==> config.mk <==
export PLATFORM = sky130hd
export DESIGN_NAME = hph_core
export DESIGN_NICKNAME = d
export VERILOG_FILES = /design/src/common/hph_pkg.sv /design/src/design/hph_core.sv /design/src/design/hph_sync.sv
export SDC_FILE = /design/constraint.sdc
export NUM_CORES = 1
export LEC_CHECK = 0
export ABC_CLOCK_PERIOD_IN_PS = 39700
export BUFFER_PORTS_ARGS = -buffer_cell sky130_fd_sc_hd__buf_2
export CORE_UTILIZATION = 40
export CTS_CLUSTER_SIZE = 24
export DETAILED_ROUTE_END_ITERATION = 12
export PLACE_DENSITY = 0.56
export SLEW_MARGIN = 0
export SYNTH_ARGS = -nofsm -noshare
export SYNTH_HDL_FRONTEND = slang
export SYNTH_SLANG_ARGS = --single-unit
==> constraint.sdc <==
create_clock -name clk -period 39.7 [get_ports clk]
set_clock_uncertainty 0.15 [all_clocks]
set_input_delay 3.97 -clock clk [delete_from_list [all_inputs] [get_ports clk]]
set_output_delay 3.97 -clock clk [all_outputs]
set_load 0.005 [all_outputs]
==> src/common/hph_pkg.sv <==
// Package for the host port halfword access block: select codes,
// reset values, pin and system-side carriers, and the state encoding.
// Assumes one system clock; host pins arrive asynchronously.
package hph_pkg;

  ////////////////////////////////////////////////////////////////////
  // Register select codes
  localparam logic [1:0] SEL_CTRL     = 2'h0;
  localparam logic [1:0] SEL_DATA_INC = 2'h1;
  localparam logic [1:0] SEL_ADDR     = 2'h2;
  localparam logic [1:0] SEL_DATA     = 2'h3;

  ////////////////////////////////////////////////////////////////////
  // Widths, field positions and reset values
  localparam int          HALF_W        = 16;
  localparam int          HI_LSB        = 16;
  localparam logic        HW_FIRST      = 1'b0;
  localparam logic [31:0] CTRL_RST      = 32'h0000_0000;
  localparam logic [31:0] ADDR_RST      = 32'h0000_0000;
  localparam logic [31:0] DOUT_RST      = 32'h0000_0000;
  localparam logic [3:0]  BE_NONE_N     = 4'hf;

  ////////////////////////////////////////////////////////////////////
  // Host pins after synchronisation
  typedef struct packed {
    logic        chip_select_n;
    logic        combined_strobe_n;
    logic        addr_strobe_n;
    logic        read_not_write;
    logic        halfword_ident;
    logic [1:0]  reg_select;
    logic [3:0]  byte_enable_n;
    logic [15:0] host_addr_lines;
    logic [31:0] host_din;
  } hph_pins_t;

  localparam int        PINS_W    = $bits(hph_pins_t);
  localparam hph_pins_t PINS_IDLE = '{1'b1, 1'b1, 1'b1, 1'b1, 1'b0,
                                      2'h0, 4'hf, 16'h0, 32'h0};

  // FIFO and address path status from the system side
  typedef struct packed {
    logic        rd_empty;
    logic        rd_last;
    logic        rd_flush;
    logic        rd_done;
    logic        wr_full;
    logic        wr_last;
    logic        wr_empty;
    logic        wr_flush;
    logic        addr_busy;
    logic [31:0] rd_head;
  } hph_stat_t;

  // Requests toward the system side
  typedef struct packed {
    logic        wr_stb;
    logic        rd_pop;
    logic        rd_fetch;
    logic [1:0]  sel;
    logic [31:0] wdata;
    logic [3:0]  be_n;
    logic [31:0] addr;
  } hph_req_t;

  localparam hph_req_t REQ_IDLE = '{1'b0, 1'b0, 1'b0, 2'h0, 32'h0,
                                    4'hf, 32'h0};

  typedef enum logic [1:0] {
    ST_IDLE,
    ST_WAIT,
    ST_BUSY
  } hph_fsm_t;

endpackage : hph_pkg

==> src/design/hph_core.sv <==
// Host port access logic: strobe-edge control capture, register
// select decode, halfword pairing and ready stalls.
// Assumes the system side answers requests and reports FIFO state
// on the same clock.
`timescale 1ns/1ps

// Contract
// Mux mode: capture controls at strobe fall
// Address strobe fall captures controls instead
// Mux decode: ctrl, data inc, addr, data
// Byte enables ignored on reads
// Host samples read data at strobe rise
// Write data and enables taken at rise
// Two enables taken per halfword write
// Host: partial enables only plain data writes
// Start stall only while chip select asserted
// End stall held until chip select released
// No stall for ctrl, addr, nonempty reads
// Stall plain data reads, empty inc reads
// Stall after read that empties FIFO
// Stall addr write pending, full write FIFO
// Plain data write: stall busy FIFO, after
// Stall after filling write; ctrl never stalls
// Non-mux: no addr strobe, address at fall
// Non-mux decode: ctrl, data; others reserved
// Non-mux upper address from config inputs
// Non-mux write FIFO one word deep
// Non-mux data read stalls until data
// Host: non-mux partial enables only data
// Host: first halfword low ident, then high
module hph_core
  import hph_pkg::*;
(
  input  wire logic       clk,
  input  wire logic       rst,
  input  wire hph_pins_t  pins,
  input  wire logic       mux_mode,
  input  wire logic       use_addr_strobe,
  input  wire logic [7:0] upper_addr_msb_cfg,
  input  wire logic [7:0] upper_addr_umb_cfg,
  input  wire hph_stat_t  stat,
  output logic [31:0]     host_dout,
  output logic            host_dout_oe,
  output logic            host_ready_n,
  output logic [31:0]     host_ctrl_reg,
  output hph_req_t        req
);

  ////////////////////////////////////////////////////////////////////
  // State

  typedef struct packed {
    hph_fsm_t    fsm;
    logic        strb_q;
    logic        as_q;
    logic [1:0]  lat_sel;
    logic        lat_hw;
    logic        lat_rnw;
    logic [1:0]  sel;
    logic        hw;
    logic        rnw;
    logic        mux;
    logic [15:0] addr_lo;
    logic        got;
    logic        after;
    logic [15:0] wr_hi;
    logic [1:0]  be_hi;
    logic [31:0] rd_word;
    logic [31:0] ctrl;
    logic [31:0] addr;
    logic [31:0] dout;
    logic        doe;
    logic        rdy_n;
    hph_req_t    req;
  } hph_core_st_t;

  hph_core_st_t s;
  hph_core_st_t next_s;
  hph_pins_t    f;

  ////////////////////////////////////////////////////////////////////
  // Pin synchronisation

  hph_sync #(
    .W       (PINS_W),
    .RST_VAL (PINS_IDLE)
  ) u_sync (
    .clk  (clk),
    .rst  (rst),
    .din  (pins),
    .dout (f)
  );

  ////////////////////////////////////////////////////////////////////
  // Decode helpers

  // Select codes 01 and 10 carry no register in non-mux mode
  function automatic logic is_reserved(input logic       mux,
                                       input logic [1:0] sel);
    is_reserved = !mux && (sel == SEL_DATA_INC || sel == SEL_ADDR);
  endfunction : is_reserved

  // First cycle of a word: every non-mux cycle, ident low in mux
  function automatic logic is_first(input logic mux, input logic hw);
    is_first = !mux || (hw == HW_FIRST);
  endfunction : is_first

  function automatic logic is_last(input logic mux, input logic hw);
    is_last = !mux || (hw != HW_FIRST);
  endfunction : is_last

  // Whether the access in hand must hold ready off before it starts
  function automatic logic start_stall(input hph_core_st_t c,
                                       input hph_stat_t    st);
    logic r;
    r = 1'b0;
    if (is_reserved(c.mux, c.sel)) begin
      r = 1'b0;
    end else if (c.rnw) begin
      if (is_first(c.mux, c.hw)) begin
        case (c.sel)
          SEL_DATA_INC: r = st.rd_empty || st.rd_flush;
          SEL_DATA:     r = !c.got;          // see
          default:      r = 1'b0;
        endcase
      end
    end else if (is_last(c.mux, c.hw)) begin
      case (c.sel)
        SEL_ADDR:     r = st.addr_busy;
        SEL_DATA_INC: r = st.wr_full || st.wr_flush;
        SEL_DATA: begin
          if (c.mux) begin
            r = !st.wr_empty || st.wr_flush;
          end else begin
            r = st.wr_full;
          end
        end
        default:      r = 1'b0;
      endcase
    end
    start_stall = r;
  endfunction : start_stall

  ////////////////////////////////////////////////////////////////////
  // Next state

  logic        cs;
  logic        fall;
  logic        rise;
  logic        as_fall;
  logic [31:0] word;
  logic [3:0]  be_n;
  logic        stall;

  always_comb begin
    next_s   = s;
    cs       = !f.chip_select_n;
    fall     = s.strb_q && !f.combined_strobe_n;
    rise     = !s.strb_q && f.combined_strobe_n;
    as_fall  = s.as_q && !f.addr_strobe_n;
    word     = 32'h0;
    be_n     = BE_NONE_N;
    stall    = 1'b0;

    next_s.strb_q       = f.combined_strobe_n;
    next_s.as_q         = f.addr_strobe_n;
    next_s.req.wr_stb   = 1'b0;
    next_s.req.rd_pop   = 1'b0;
    next_s.req.rd_fetch = 1'b0;

    // Releasing chip select ends any hold after an access
    if (!cs) begin
      next_s.after = 1'b0;
    end

    // Address strobe is honoured only in multiplexed mode
    if (mux_mode && use_addr_strobe && as_fall) begin
      next_s.lat_sel = f.reg_select;
      next_s.lat_hw  = f.halfword_ident;
      next_s.lat_rnw = f.read_not_write;
    end

    if (stat.rd_done) begin
      next_s.rd_word = stat.rd_head;
      next_s.got     = 1'b1;
    end

    case (s.fsm)
      ST_IDLE: begin
        if (cs && fall) begin
          next_s.mux = mux_mode;
          next_s.got = 1'b0;
          if (mux_mode && use_addr_strobe) begin
            next_s.sel = s.lat_sel;
            next_s.hw  = s.lat_hw;
            next_s.rnw = s.lat_rnw;
          end else begin
            next_s.sel = f.reg_select;
            next_s.hw  = mux_mode ? f.halfword_ident : HW_FIRST;
            next_s.rnw = f.read_not_write;
          end
          if (!mux_mode) begin
            next_s.addr_lo = f.host_addr_lines;
          end
          // A plain data read asks the system for a fresh word
          if (next_s.rnw && next_s.sel == SEL_DATA &&
              is_first(mux_mode, next_s.hw)) begin
            next_s.req.rd_fetch = 1'b1;
          end
          next_s.fsm = ST_WAIT;
        end
      end

      ST_WAIT: begin
        if (!cs) begin
          next_s.fsm = ST_IDLE;
        end else if (!start_stall(next_s, stat)) begin
          if (s.rnw) begin
            if (is_first(s.mux, s.hw)) begin
              case (s.sel)
                SEL_CTRL:     word = s.ctrl;
                SEL_ADDR:     word = s.addr;
                SEL_DATA_INC: word = stat.rd_head;
                default:      word = next_s.rd_word;
              endcase
              if (is_reserved(s.mux, s.sel)) begin
                word = 32'h0;
              end
              next_s.rd_word = word;
              if (s.mux) begin
                next_s.dout = {16'h0, word[HI_LSB +: HALF_W]};
              end else begin
                next_s.dout = word;
              end
            end else begin
              next_s.dout = {16'h0, s.rd_word[HALF_W-1:0]};
            end
            next_s.doe = 1'b1;
          end
          next_s.fsm = ST_BUSY;
        end
      end

      ST_BUSY: begin
        if (!cs) begin
          next_s.doe = 1'b0;
          next_s.fsm = ST_IDLE;
        end else if (rise) begin
          // Data stays driven until the host has sampled it
          next_s.doe = 1'b0;
          next_s.fsm = ST_IDLE;
          if (s.rnw) begin
            // Enables play no part in a read               see
            if (s.sel == SEL_DATA_INC && is_last(s.mux, s.hw) &&
                !is_reserved(s.mux, s.sel)) begin
              next_s.req.rd_pop = 1'b1;
              next_s.after      = stat.rd_last;
            end
          end else if (!is_last(s.mux, s.hw)) begin
            next_s.wr_hi = f.host_din[HALF_W-1:0];
            next_s.be_hi = f.byte_enable_n[1:0];
          end else if (!is_reserved(s.mux, s.sel)) begin
            if (s.mux) begin
              word = {s.wr_hi, f.host_din[HALF_W-1:0]};
              be_n = {s.be_hi, f.byte_enable_n[1:0]};
            end else begin
              word = f.host_din;
              be_n = f.byte_enable_n;
            end
            // Partial enables are the host's concern   see
            next_s.req.wr_stb = 1'b1;
            next_s.req.sel    = s.sel;
            next_s.req.wdata  = word;
            next_s.req.be_n   = be_n;
            if (s.mux) begin
              next_s.req.addr = s.addr;
            end else begin
              next_s.req.addr = {upper_addr_msb_cfg,
                                 upper_addr_umb_cfg,
                                 s.addr_lo};
            end
            case (s.sel)
              SEL_CTRL: begin
                next_s.ctrl = word;
              end
              SEL_ADDR: begin
                next_s.addr = word;
              end
              SEL_DATA_INC: begin
                next_s.after = stat.wr_last;
              end
              SEL_DATA: begin
                next_s.after = 1'b1;              // see
              end
              default: begin
                next_s.after = 1'b0;
              end
            endcase
          end
        end
      end

      default: begin
        next_s.fsm = ST_IDLE;
      end
    endcase

    // Ready is held off only while the host has the chip selected
    if (next_s.fsm == ST_WAIT) begin
      stall = start_stall(next_s, stat);
    end
    next_s.rdy_n = cs && (stall || next_s.after);  // see
  end

  ////////////////////////////////////////////////////////////////////
  // State register

  always_ff @(posedge clk or posedge rst) begin
    if (rst) begin
      s         <= '0;
      s.fsm     <= ST_IDLE;
      s.strb_q  <= 1'b1;
      s.as_q    <= 1'b1;
      s.lat_rnw <= 1'b1;
      s.rnw     <= 1'b1;
      s.be_hi   <= 2'h3;
      s.ctrl    <= CTRL_RST;
      s.addr    <= ADDR_RST;
      s.dout    <= DOUT_RST;
      s.req     <= REQ_IDLE;
    end else begin
      s <= next_s;
    end
  end

  ////////////////////////////////////////////////////////////////////
  // Outputs

  assign host_dout     = s.dout;
  assign host_dout_oe  = s.doe;
  assign host_ready_n  = s.rdy_n;
  assign host_ctrl_reg = s.ctrl;
  assign req           = s.req;

endmodule : hph_core

==> src/design/hph_sync.sv <==
// Three-stage synchroniser for a bundle of asynchronous host pins.
// Assumes the bundle's reset value is given as a parameter.
`timescale 1ns/1ps
module hph_sync #(
  parameter int           W       = 8,
  parameter logic [W-1:0] RST_VAL = '0
) (
  input  wire logic         clk,
  input  wire logic         rst,
  input  wire logic [W-1:0] din,
  output logic      [W-1:0] dout
);

  typedef struct packed {
    logic [W-1:0] s1;
    logic [W-1:0] s2;
    logic [W-1:0] s3;
    logic [W-1:0] q;
  } hph_sync_st_t;

  hph_sync_st_t s;
  hph_sync_st_t next_s;

  // A bit changes only once stages two and three agree
  always_comb begin
    next_s    = s;
    next_s.s1 = din;
    next_s.s2 = s.s1;
    next_s.s3 = s.s2;
    for (int i = 0; i < W; i++) begin
      if (s.s2[i] == s.s3[i]) begin
        next_s.q[i] = s.s3[i];
      end
    end
  end

  always_ff @(posedge clk or posedge rst) begin
    if (rst) begin
      s <= {RST_VAL, RST_VAL, RST_VAL, RST_VAL};
    end else begin
      s <= next_s;
    end
  end

  assign dout = s.q;

endmodule : hph_sync

# After elaboration in Yosys (flattened, before gate mapping)
# Cells that the tools add are included.
classes:
  reduce_logical: 45
  eq_ne: 73
  bitwise: 9
  muxes: 72
ops:
  columns: ["cell", "n"]
  rows:
  - ["2-to-1 mux 32 bit", 11]
  - ["one-hot mux 32 bit (3 select lines)", 1]
  - ["== test 1 bit", 59]
  - ["2-to-1 mux 19 bit", 3]
  - ["2-to-1 mux 22 bit", 2]
  - ["2-to-1 mux 18 bit", 2]
  - ["2-to-1 mux 1 bit", 33]
  - ["2-to-1 mux 16 bit", 1]
  - ["2-to-1 mux 2 bit", 8]
  - ["2-to-1 mux 4 bit", 4]
  - ["AND reduction 7 bit", 2]
  - ["logical AND 1 bit", 13]
  - ["== test 2 bit, second input constant", 6]
  - ["logical NOT 1 bit", 11]
  - ["logical OR 1 bit", 11]
  - ["AND reduction 5 bit", 2]
  - ["inverter 1 bit", 9]
  - ["== test 2 x 1 -> 1 bit, second input constant", 4]
  - ["one-hot mux 1 bit (2 select lines)", 4]
  - ["!= test 2 bit, second input constant", 3]
  - ["one-hot mux 1 bit (3 select lines)", 2]
  - ["one-hot mux 2 bit (3 select lines)", 1]
  - ["AND reduction 6 bit", 1]
  - ["logical NOT 2 bit", 2]
  - ["4 further kinds", 4]
word_totals:
  reg_bits: 488
  output_inout_bits: 139
  elab_cells: 289
  input_bits: 120

# Logic depth before layout (Yosys ltp)
# Gate-level depths: netlist (run 1).
depth:
  ltp_word: 16
  ltp_mapped: 11
  ltp_nobuf: 10

# Hierarchy
# Synthesis (run 1) repeated with hierarchy kept, for this count alone.
unflattened:
  hier_cells: 1569
  area_unflattened_um2: 19706.4
modules_own_cells:
  columns: ["module", "area_each_um2", "instances", "cells_each"]
  rows:
  - ["hph_core", 12649.6, 1, 1214]
  - ["hph_sync", 7056.8, 1, 355]

# Least setup slack after synthesis (run 1)
# OpenSTA, ideal clock, no wires.
synth_path:
  path_kind: "input -> register"
  from: "in stat[37] (netlist name)"
  to: "reg s, in the netlist host_dout[14]"
  slack_ns: 33.988
  arrival_ns: 5.437
  n_path_buf: 2
  setup_time_ns: 0.125
  stages: 6
  path_cell_list: "buf_4 > or3b_1 > a211oi_2 > or2b_1 > buf_4 > mux2_2"
synth_via:
  elab_chain_cells: 10
  elab_cells_between_ends: 15
  cone_classes: "mux: 12; bitwise: 1; reduce/logical: 2"
synth_lines:
  columns: ["element", "line", "text"]
  rows:
  - ["start: declaration", "hph_core.sv:41", "input wire hph_stat_t stat,"]
  - ["2-to-1 mux 1 bit", "hph_core.sv:183", "if (stat.rd_done) begin"]
  - ["logical NOT 1 bit", "hph_core.sv:123", "SEL_DATA: r = !c.got;"]
  - ["one-hot mux 1 bit (2 select lines)", "hph_core.sv:121", "case (c.sel)"]
  - ["2-to-1 mux 1 bit", "hph_core.sv:120", "if (is_first(c.mux, c.hw)) begin"]
  - ["2-to-1 mux 1 bit", "hph_core.sv:119", "end else if (c.rnw) begin"]
  - ["2-to-1 mux 1 bit", "hph_core.sv:117", "if (is_reserved(c.mux, c.sel)) begin"]
  - ["2-to-1 mux 1 bit", "hph_core.sv:215", "if (!cs) begin"]
  - ["2-to-1 mux 1 bit", "hph_core.sv:188", "case (s.fsm)"]
  - ["inverter 1 bit (no source line)", null, null]
  - ["AND reduction 4 bit (no source line)", null, null]
  - ["end signal: assignment", "hph_core.sv:332", "s <= next_s;"]
  - ["end: declaration", "hph_core.sv:77", "hph_core_st_t s;"]
# Several ways; a longest one is shown, not always the timed one. The select of a mux whose other input is x is not followed.
# A chain may end at the register's enable or synchronous reset.

# Final worst setup path (run 1)
layout_path:
  from: "in stat[37] (netlist name)"
  to: "reg s, in the netlist host_dout[21]"
# The elaborated chain is that of the path after synthesis.

==> results by group, run 1 <==
Final layout
  – Fillers: 4299
  – Max reg flops: between 100 and 150
  – Final core utilization: 45.7%
  – Commonest non-fill, non-tap cell in the layout: dfrtp_1
  – Most frequent cells in the layout: 445 x dfrtp_1, 258 x buf_2, 118 x mux2i_1
  – Area growth syn-to-layout: 13.1%
  – Final nets: 1681
  – Fin area: 21800 um2
  – Share of cells above drive strength 1: between 30% and 40%

Setup path
  – CP max FO: 49
  – CP Class: input port to flip-flop
  – Critical R2R Launch: s[241]
  – FF-to-FF End: host_ctrl_reg[7]
  – R2R depth: 5
  – Critical path capture point type: flip-flop
  – Worst EP required: 40.07 ns
  – CP endpoint: host_dout[21]
  – Crit path from: stat[37]
  – Data arrival time of the worst path: 6.45 ns
  – Crit start category: input port
  – Worst R2R Setup Slack: 35.21 ns

Timing
  – RSZ-0062 raised after global routing: no
  – Rel. slew slack: between 20% and 30%
  – Final setup vio count: 0
  – Fin crit period: 6.08 ns
  – Slew @ Worst Pin: around 1.1 ns
  – Sum Neg Setup Slack: 0 ns
  – Final Hold Fails: 0
  – Final period util: 15.3%
  – Slew Limit Fails: 0
  – Fmax: 164 MHz
  – Worst Hold Margin: 0.194 ns

Pwr
  – Clk pwr share: approximately 33%
  – NetSw: between 0.0004 and 0.0005 W
  – Sw frac: 30.3%
  – Cell Int Power: 0.000993 W
  – Pleak: about 10 nW
  – Total Power: 0.00142 W
  – Pwr dens: ~65 nW/um2
  – Max IR drop VDD: 0.0000377 V
  – Flop pwr share: 45.0%
  – Combinational share of power: 21.7%

Clocking
  – Clk sink count: about 490
  – Worst skew pair latency: 0.61 ns
  – CTS buffer count: approximately 50
  – Setup bufs post-CTS: 0
  – CTS tree: yes
  – CTS H-tree lvls: 2
  – Post-CTS Hold Buffers: 0
  – Post-CTS Resized: 0
  – Clock buffer depth: 3
  – Clk root buf: clkbuf_16
  – Worst-path clk slew: approximately 0.06 ns

Synthesis
  – Syn_nets: ~1600
  – Synth Flop Type: dfrtp_1
  – Synth Area in Adders: under 10%
  – Synth unique cells: 58
  – Mean post-synth cell area: 13.4 um2
  – Number of synthesized flops with an enable pin: 0
  – Compound-gate portion of the synthesized area: 7.89%
  – Mapped cell area: roughly 19000 um2
  – Synth Area in XOR/XNOR: 0%
  – Ys async rst share: 100%
  – Yosys reg bits: around 490
  – Synth Warn #: 0
  – Syn Inst Count: 1434
  – Simple-gate share of the synthesized area: 4.58%
  – Post-synthesis sequential area ratio: 63.7%
  – Mux cell area share after synthesis: 12.6%
  – Largest family of logic cells by synthesized area: multiplexers

Drt
  – Top Metal Used: met4
  – Wl on met1: 22500 um
  – DR DRC count: 0
  – 1st-pass router iterations: 7
  – WL final: roughly 46000 um
  – Routed length per instance: 20.9 um
  – Via count: 11100
  – Detailed Route Iter0 Violations: between 800 and 900
  – Met3 routed WL: 2610 um
  – Routed Antenna Nets: 0
  – Wire length on met2: 20100 um
  – Vias per cell: 5.02

Floorplanning
  – Starting Density: 40.4%
  – DIE AREA: just under 50000 um2
  – Chip height: between 200 and 250 um
  – Io pins: around 260
  – Core ar.: 47600 um2
  – Die Wd: 221 um
  – # rows: 80

Placement
  – DP Area: 20100 um2
  – IO Port Bufs: 258
  – Placer Congestion: 0.825
  – Hpwl dp: 31800 um

Worst hold path
  – HP Class: flip-flop to flip-flop
  – Worst Min Path Start: u_sync.next_s[135]

Run
  – # Max-Cap Violations: 0

Global routing
  – First-pass GRT wire length: 70400 um
  – Tot GR Track Use: 19.0%
  – Largest net degree at the start of global routing: 136
  – Initial antenna violation count: 0
  – Number of global-route vias before repair: 11200
  – Total grt overflow: 0

Outcome
  – Status: completed
## layout make-up
cell class | instances | area [um2] | area share (%)
antenna | 1 | 2.50 | 0.0115
clock buffer | 76 | 1470 | 6.75
clock inverter | 17 | 216 | 0.994
inverter | 18 | 75.1 | 0.345
multi-input combinational | 717 | 5560 | 25.5
sequential | 488 | 12300 | 56.3
tap | 615 | 769 | 3.53
timing repair buffer | 275 | 1420 | 6.51
## metal layers
metal | track usage, % | vias to the layer above
li1 | - | 5137
met1 | 28.4 | 5579
met5 | 0 | -
met3 | 3.70 | 56
met2 | 27.8 | 311
met4 | 6.07 | 0
## cells in the mapped netlist, drive strengths merged (17+ instances only)
cell      n  area [um2]
dfrtp   446       11200
a21oi    55         275
a211oi   17         133
buf     187        1300
nand2    79         299
a222oi   31         310
nor2     59         221
maj3     59         591
dfstp    42        1100
nor2b    19         119
clkbuf   24        91.3
o21ai    83         419
inv      18        67.6
mux2    107        1240
mux2i   118        1180
## kinds of logic (layout without fill, tap and decap cells)
kind of cell,Yosys count,in the layout
flip-flops,488,488
adder cells (fa/ha/maj),69,69
other,0,1
AND/OR/NAND/NOR,192,192
multiplexers,225,225
AO/OA/AOI/OAI,231,231
buffers and inverters,229,386
## worst min path at each step
stage | endpoint | slack [ns] | cells after the start
global route | u_sync.next_s[80] | 0.20 | 0
global placement | u_sync.next_s[101] | 0.18 | 0
CTS | u_sync.next_s[74] | 0.20 | 0
finish | u_sync.next_s[76] | 0.19 | 0
floorplan | u_sync.next_s[100] | 0.18 | 0
detailed placement | u_sync.next_s[101] | 0.18 | 0
## through the flow
| stage | worst slack, ns | std cells |
|---|---|---|
| 2_1_floorplan | 22.03 | 1434 |
| 3_3_place_gp | 32.88 | 2113 |
| 3_5_place_dp | 32.83 | 2113 |
| 4_1_cts | 33.48 | 2206 |
| 5_1_grt | 33.17 | 2206 |
| 6_report | 33.62 | 2207 |
## worst max-delay path, stage by stage
cell      delay, ns
buf_2          0.08
buf_4          0.50
or3b_1         0.23
a211oi_2       0.10
or2b_1         0.24
buf_4          0.25
nor3_2         0.77
a22o_1         0.25
## power groups by stage
stage | Clock (W) | Sequential (W) | Combinational, W
after floorplan | 0 | 0.000619 | 0.000261
after detailed placement | 0 | 0.000649 | 0.000313
after CTS | 0.000489 | 0.000642 | 0.000314
final | 0.000474 | 0.000640 | 0.000309
after global routing | 0.000507 | 0.000652 | 0.000338
after global placement | 0 | 0.000647 | 0.000308
(Power assumes the default switching activity.)
==> inputs of run 2 (changes only) <==
ABC_CLOCK_PERIOD_IN_PS = 5700   (was 39700)
clock period = 5.7 ns   (was 39.7 ns; I/O delays follow)
==> results by group, run 2 (synthesized netlist as in run 1, its figures left out) <==
Clocking
  – Worst skew pair latency: 0.60 ns (about the same)
  – Clk root buf: clkbuf_16
  – Worst-path clk slew: 0.06 ns (about the same)
  – CTS buffer count: 52 (+2.0%)
  – CTS H-tree lvls: 2 (unchanged)
  – CTS tree: yes
  – Clock buffer depth: 3 (unchanged)
  – Post-CTS Resized: 0 (unchanged)
  – Clk sink count: 488 (unchanged)

Timing
  – Sum Neg Setup Slack: 0 ns (unchanged)
  – Rel. slew slack: 30.1% (+1.7 points)
  – Final worst slack: 2.25 ns (-31.37 ns)
  – Slew Limit Fails: 0 (unchanged)
  – Final setup vio count: 0 (unchanged)
  – Fmax: 290 MHz
  – Slew @ Worst Pin: 1.05 ns (-0.0220 ns)
  – RSZ-0062 raised after global routing: no
  – Final Hold Fails: 0 (unchanged)
  – Final period util: 60.6%
  – Fin crit period: 3.45 ns

Final layout
  – Share of cells above drive strength 1: 32.0% (-0.55 points)
  – Final nets: 1743 (+3.7%)
  – Multi-input logic area: 5560 um2 (unchanged)
  – Max reg flops: 118 (unchanged)
  – Fin cells: 2272 (+2.9%)
  – FF+latch area: 12300 um2 (unchanged)
  – Fin area: 22600 um2 (+3.8%)
  – Fillers: 4196 (-2.4%)
  – Commonest non-fill, non-tap cell in the layout: dfrtp_1
  – Area growth syn-to-layout: 17.4%
  – Most frequent cells in the layout: 445 x dfrtp_1, 258 x buf_2, 118 x mux2i_1

Global routing
  – Number of global-route vias before repair: 11600 (+3.2%)
  – Initial antenna violation count: 1 (+1)
  – Total grt overflow: 0 (unchanged)
  – Largest net degree at the start of global routing: 188 (+38%)
  – Tot GR Track Use: 19.5% (+0.51 points)
  – First-pass GRT wire length: 72800 um (+3.4%)

Floorplanning
  – Starting Density: 40.4% (unchanged)
  – Io pins: 259 (unchanged)
  – # rows: 80 (unchanged)
  – Die Wd: 221 um (unchanged)
  – DIE AREA: 49000 um2 (unchanged)
  – Core ar.: 47600 um2 (unchanged)
  – Chip height: 221 um (unchanged)

Setup path
  – Data arrival time of the worst path: 3.76 ns (-2.69 ns)
  – Worst EP required: 6.01 ns (-34.06 ns)
  – Worst R2R Setup Slack: 2.25 ns (-32.96 ns)
  – Crit start category: flip-flop
  – FF-to-FF End: host_ctrl_reg[1]
  – Critical path capture point type: flip-flop
  – CP cell instances: and2_1 -> o211a_4 -> nand2_2 -> mux2_2
  – CP Class: flip-flop to flip-flop
  – CP max FO: 48 (-2.0%)
  – Worst path slowest cell: dfrtp_1
  – Critical path's largest stage delay: 0.87 ns (+0.10 ns)
  – Critical R2R Launch: s[241]
  – R2R depth: 4 (-1)

Pwr
  – Pwr dens: 456 nW/um2 (+600%)
  – Sw frac: 29.5% (-0.77 points)
  – Max IR drop VDD: 0.000251 V (+560%)
  – Pleak: 10.6 nW (+3.7%)
  – Flop pwr share: 43.2% (-1.8 points)
  – NetSw: 0.00304 W (+600%)
  – Combinational share of power: 21.5% (-0.2 points)
  – Clk pwr share: 35.3% (+2.0 points)
  – Cell Int Power: 0.00726 W (+630%)

Worst hold path
  – Hold Crit Depth: 3 (+3)
  – HP Class: input port to flip-flop
  – Worst Hold End: req[25]
  – Worst Min Path Start: upper_addr_msb_cfg[1]

Placement
  – IO Port Bufs: 258 (unchanged)
  – Setup WS pre-CTS: 2.27 ns (-30.56 ns)
  – Placer Congestion: 0.830 (+0.52%)
  – Dpl cells: 2114 (+0.047%)
  – Hpwl dp: 32800 um (+3.2%)
  – DP Area: 20100 um2 (+0.14%)

Drt
  – Vias per cell: 5.03 (+0.18%)
  – Via count: 11400 (+3.1%)
  – Routed Antenna Nets: 0 (unchanged)
  – 1st-pass router iterations: 8 (+1)
  – WL final: 47000 um (+1.7%)
  – Detailed Route Iter0 Violations: 950 (+12%)
  – DR DRC count: 0 (unchanged)
  – Routed length per instance: 20.7 um (-1.2%)

Outcome
  – Status: completed

Run
  – # Max-Cap Violations: 0 (unchanged)
[run 2: cell types whose count changed in the layout (fill, tap and decap cells not counted), moves of 2 or more]
cell / delta
clkinv_2: +5
clkbuf_16: +3
clkbuf_1: -7
buf_12: +2
dlygate4sd3_1: +60
bufinv_16: +5
[run 2: what timing repair did]
item,in CTS,in global routing
endpoints found under the hold margin,71,0
hold buffers,60,0
buffers inserted,0,0
[run 2: final cells by class]
class / count / share of cell area (%)
Antenna cell: 1 / 0.0111
Tap cell: 615 / 3.40
Timing Repair Buffer: 336 / 9.07
Clock buffer: 73 / 6.78
Inverter: 18 / 0.315
Sequential cell: 488 / 54.3
Clock inverter: 24 / 1.57
Multi-Input combinational cell: 717 / 24.6
[run 2: worst max-delay path by stage]
stage	start	slack, ns	depth (start not counted)	to
after floorplan	rst	-1.60	1	host_ctrl_reg[0]
after global placement	s[241]	2.34	4	host_ctrl_reg[2]
after global routing	s[242]	1.99	6	host_ctrl_reg[1]
final	s[241]	2.25	4	host_ctrl_reg[1]
after detailed placement	s[241]	2.27	4	host_ctrl_reg[0]
after CTS	s[241]	2.22	4	host_ctrl_reg[1]
[run 2: power by group through the flow]
stage | sequential, W | combinational (W) | clock [W]
global route | 0.00452 | 0.00243 | 0.00386
finish | 0.00445 | 0.00222 | 0.00363
floorplan | 0.00431 | 0.00182 | 0
CTS | 0.00445 | 0.00223 | 0.00374
global placement | 0.00449 | 0.00215 | 0
detailed placement | 0.00451 | 0.00219 | 0
[run 2: critical path, delay by kind of cell, from the launching register on]
kind / cells / cell delay [ns]
and+or+nand+nor: 2 / 1.14
muxes: 1 / 0.52
AOI/OAI and AO/OA: 1 / 0.60
DFF: 1 / 0.87
[run 2: per-stage QoR]
step | hold WS, ns | total power [W] | util [%]
after floorplan | 0.181 | 0.00613 | -
after global placement | 0.183 | 0.00664 | 42.2
after detailed placement | 0.185 | 0.00670 | 42.2
after CTS | 0.106 | 0.0104 | 47.5
after global routing | 0.127 | 0.0108 | 47.5
final | 0.146 | 0.0103 | 47.5
[run 2: layer usage]
layer / up-vias / part of all wire, % / track usage [%]
met5: - / 0 / 0
met4: 0 / 2.4 / 5.94
met3: 69 / 6.1 / 4.50
met2: 357 / 43 / 28.3
met1: 5719 / 48 / 29.1
li1: 5285 / - / -
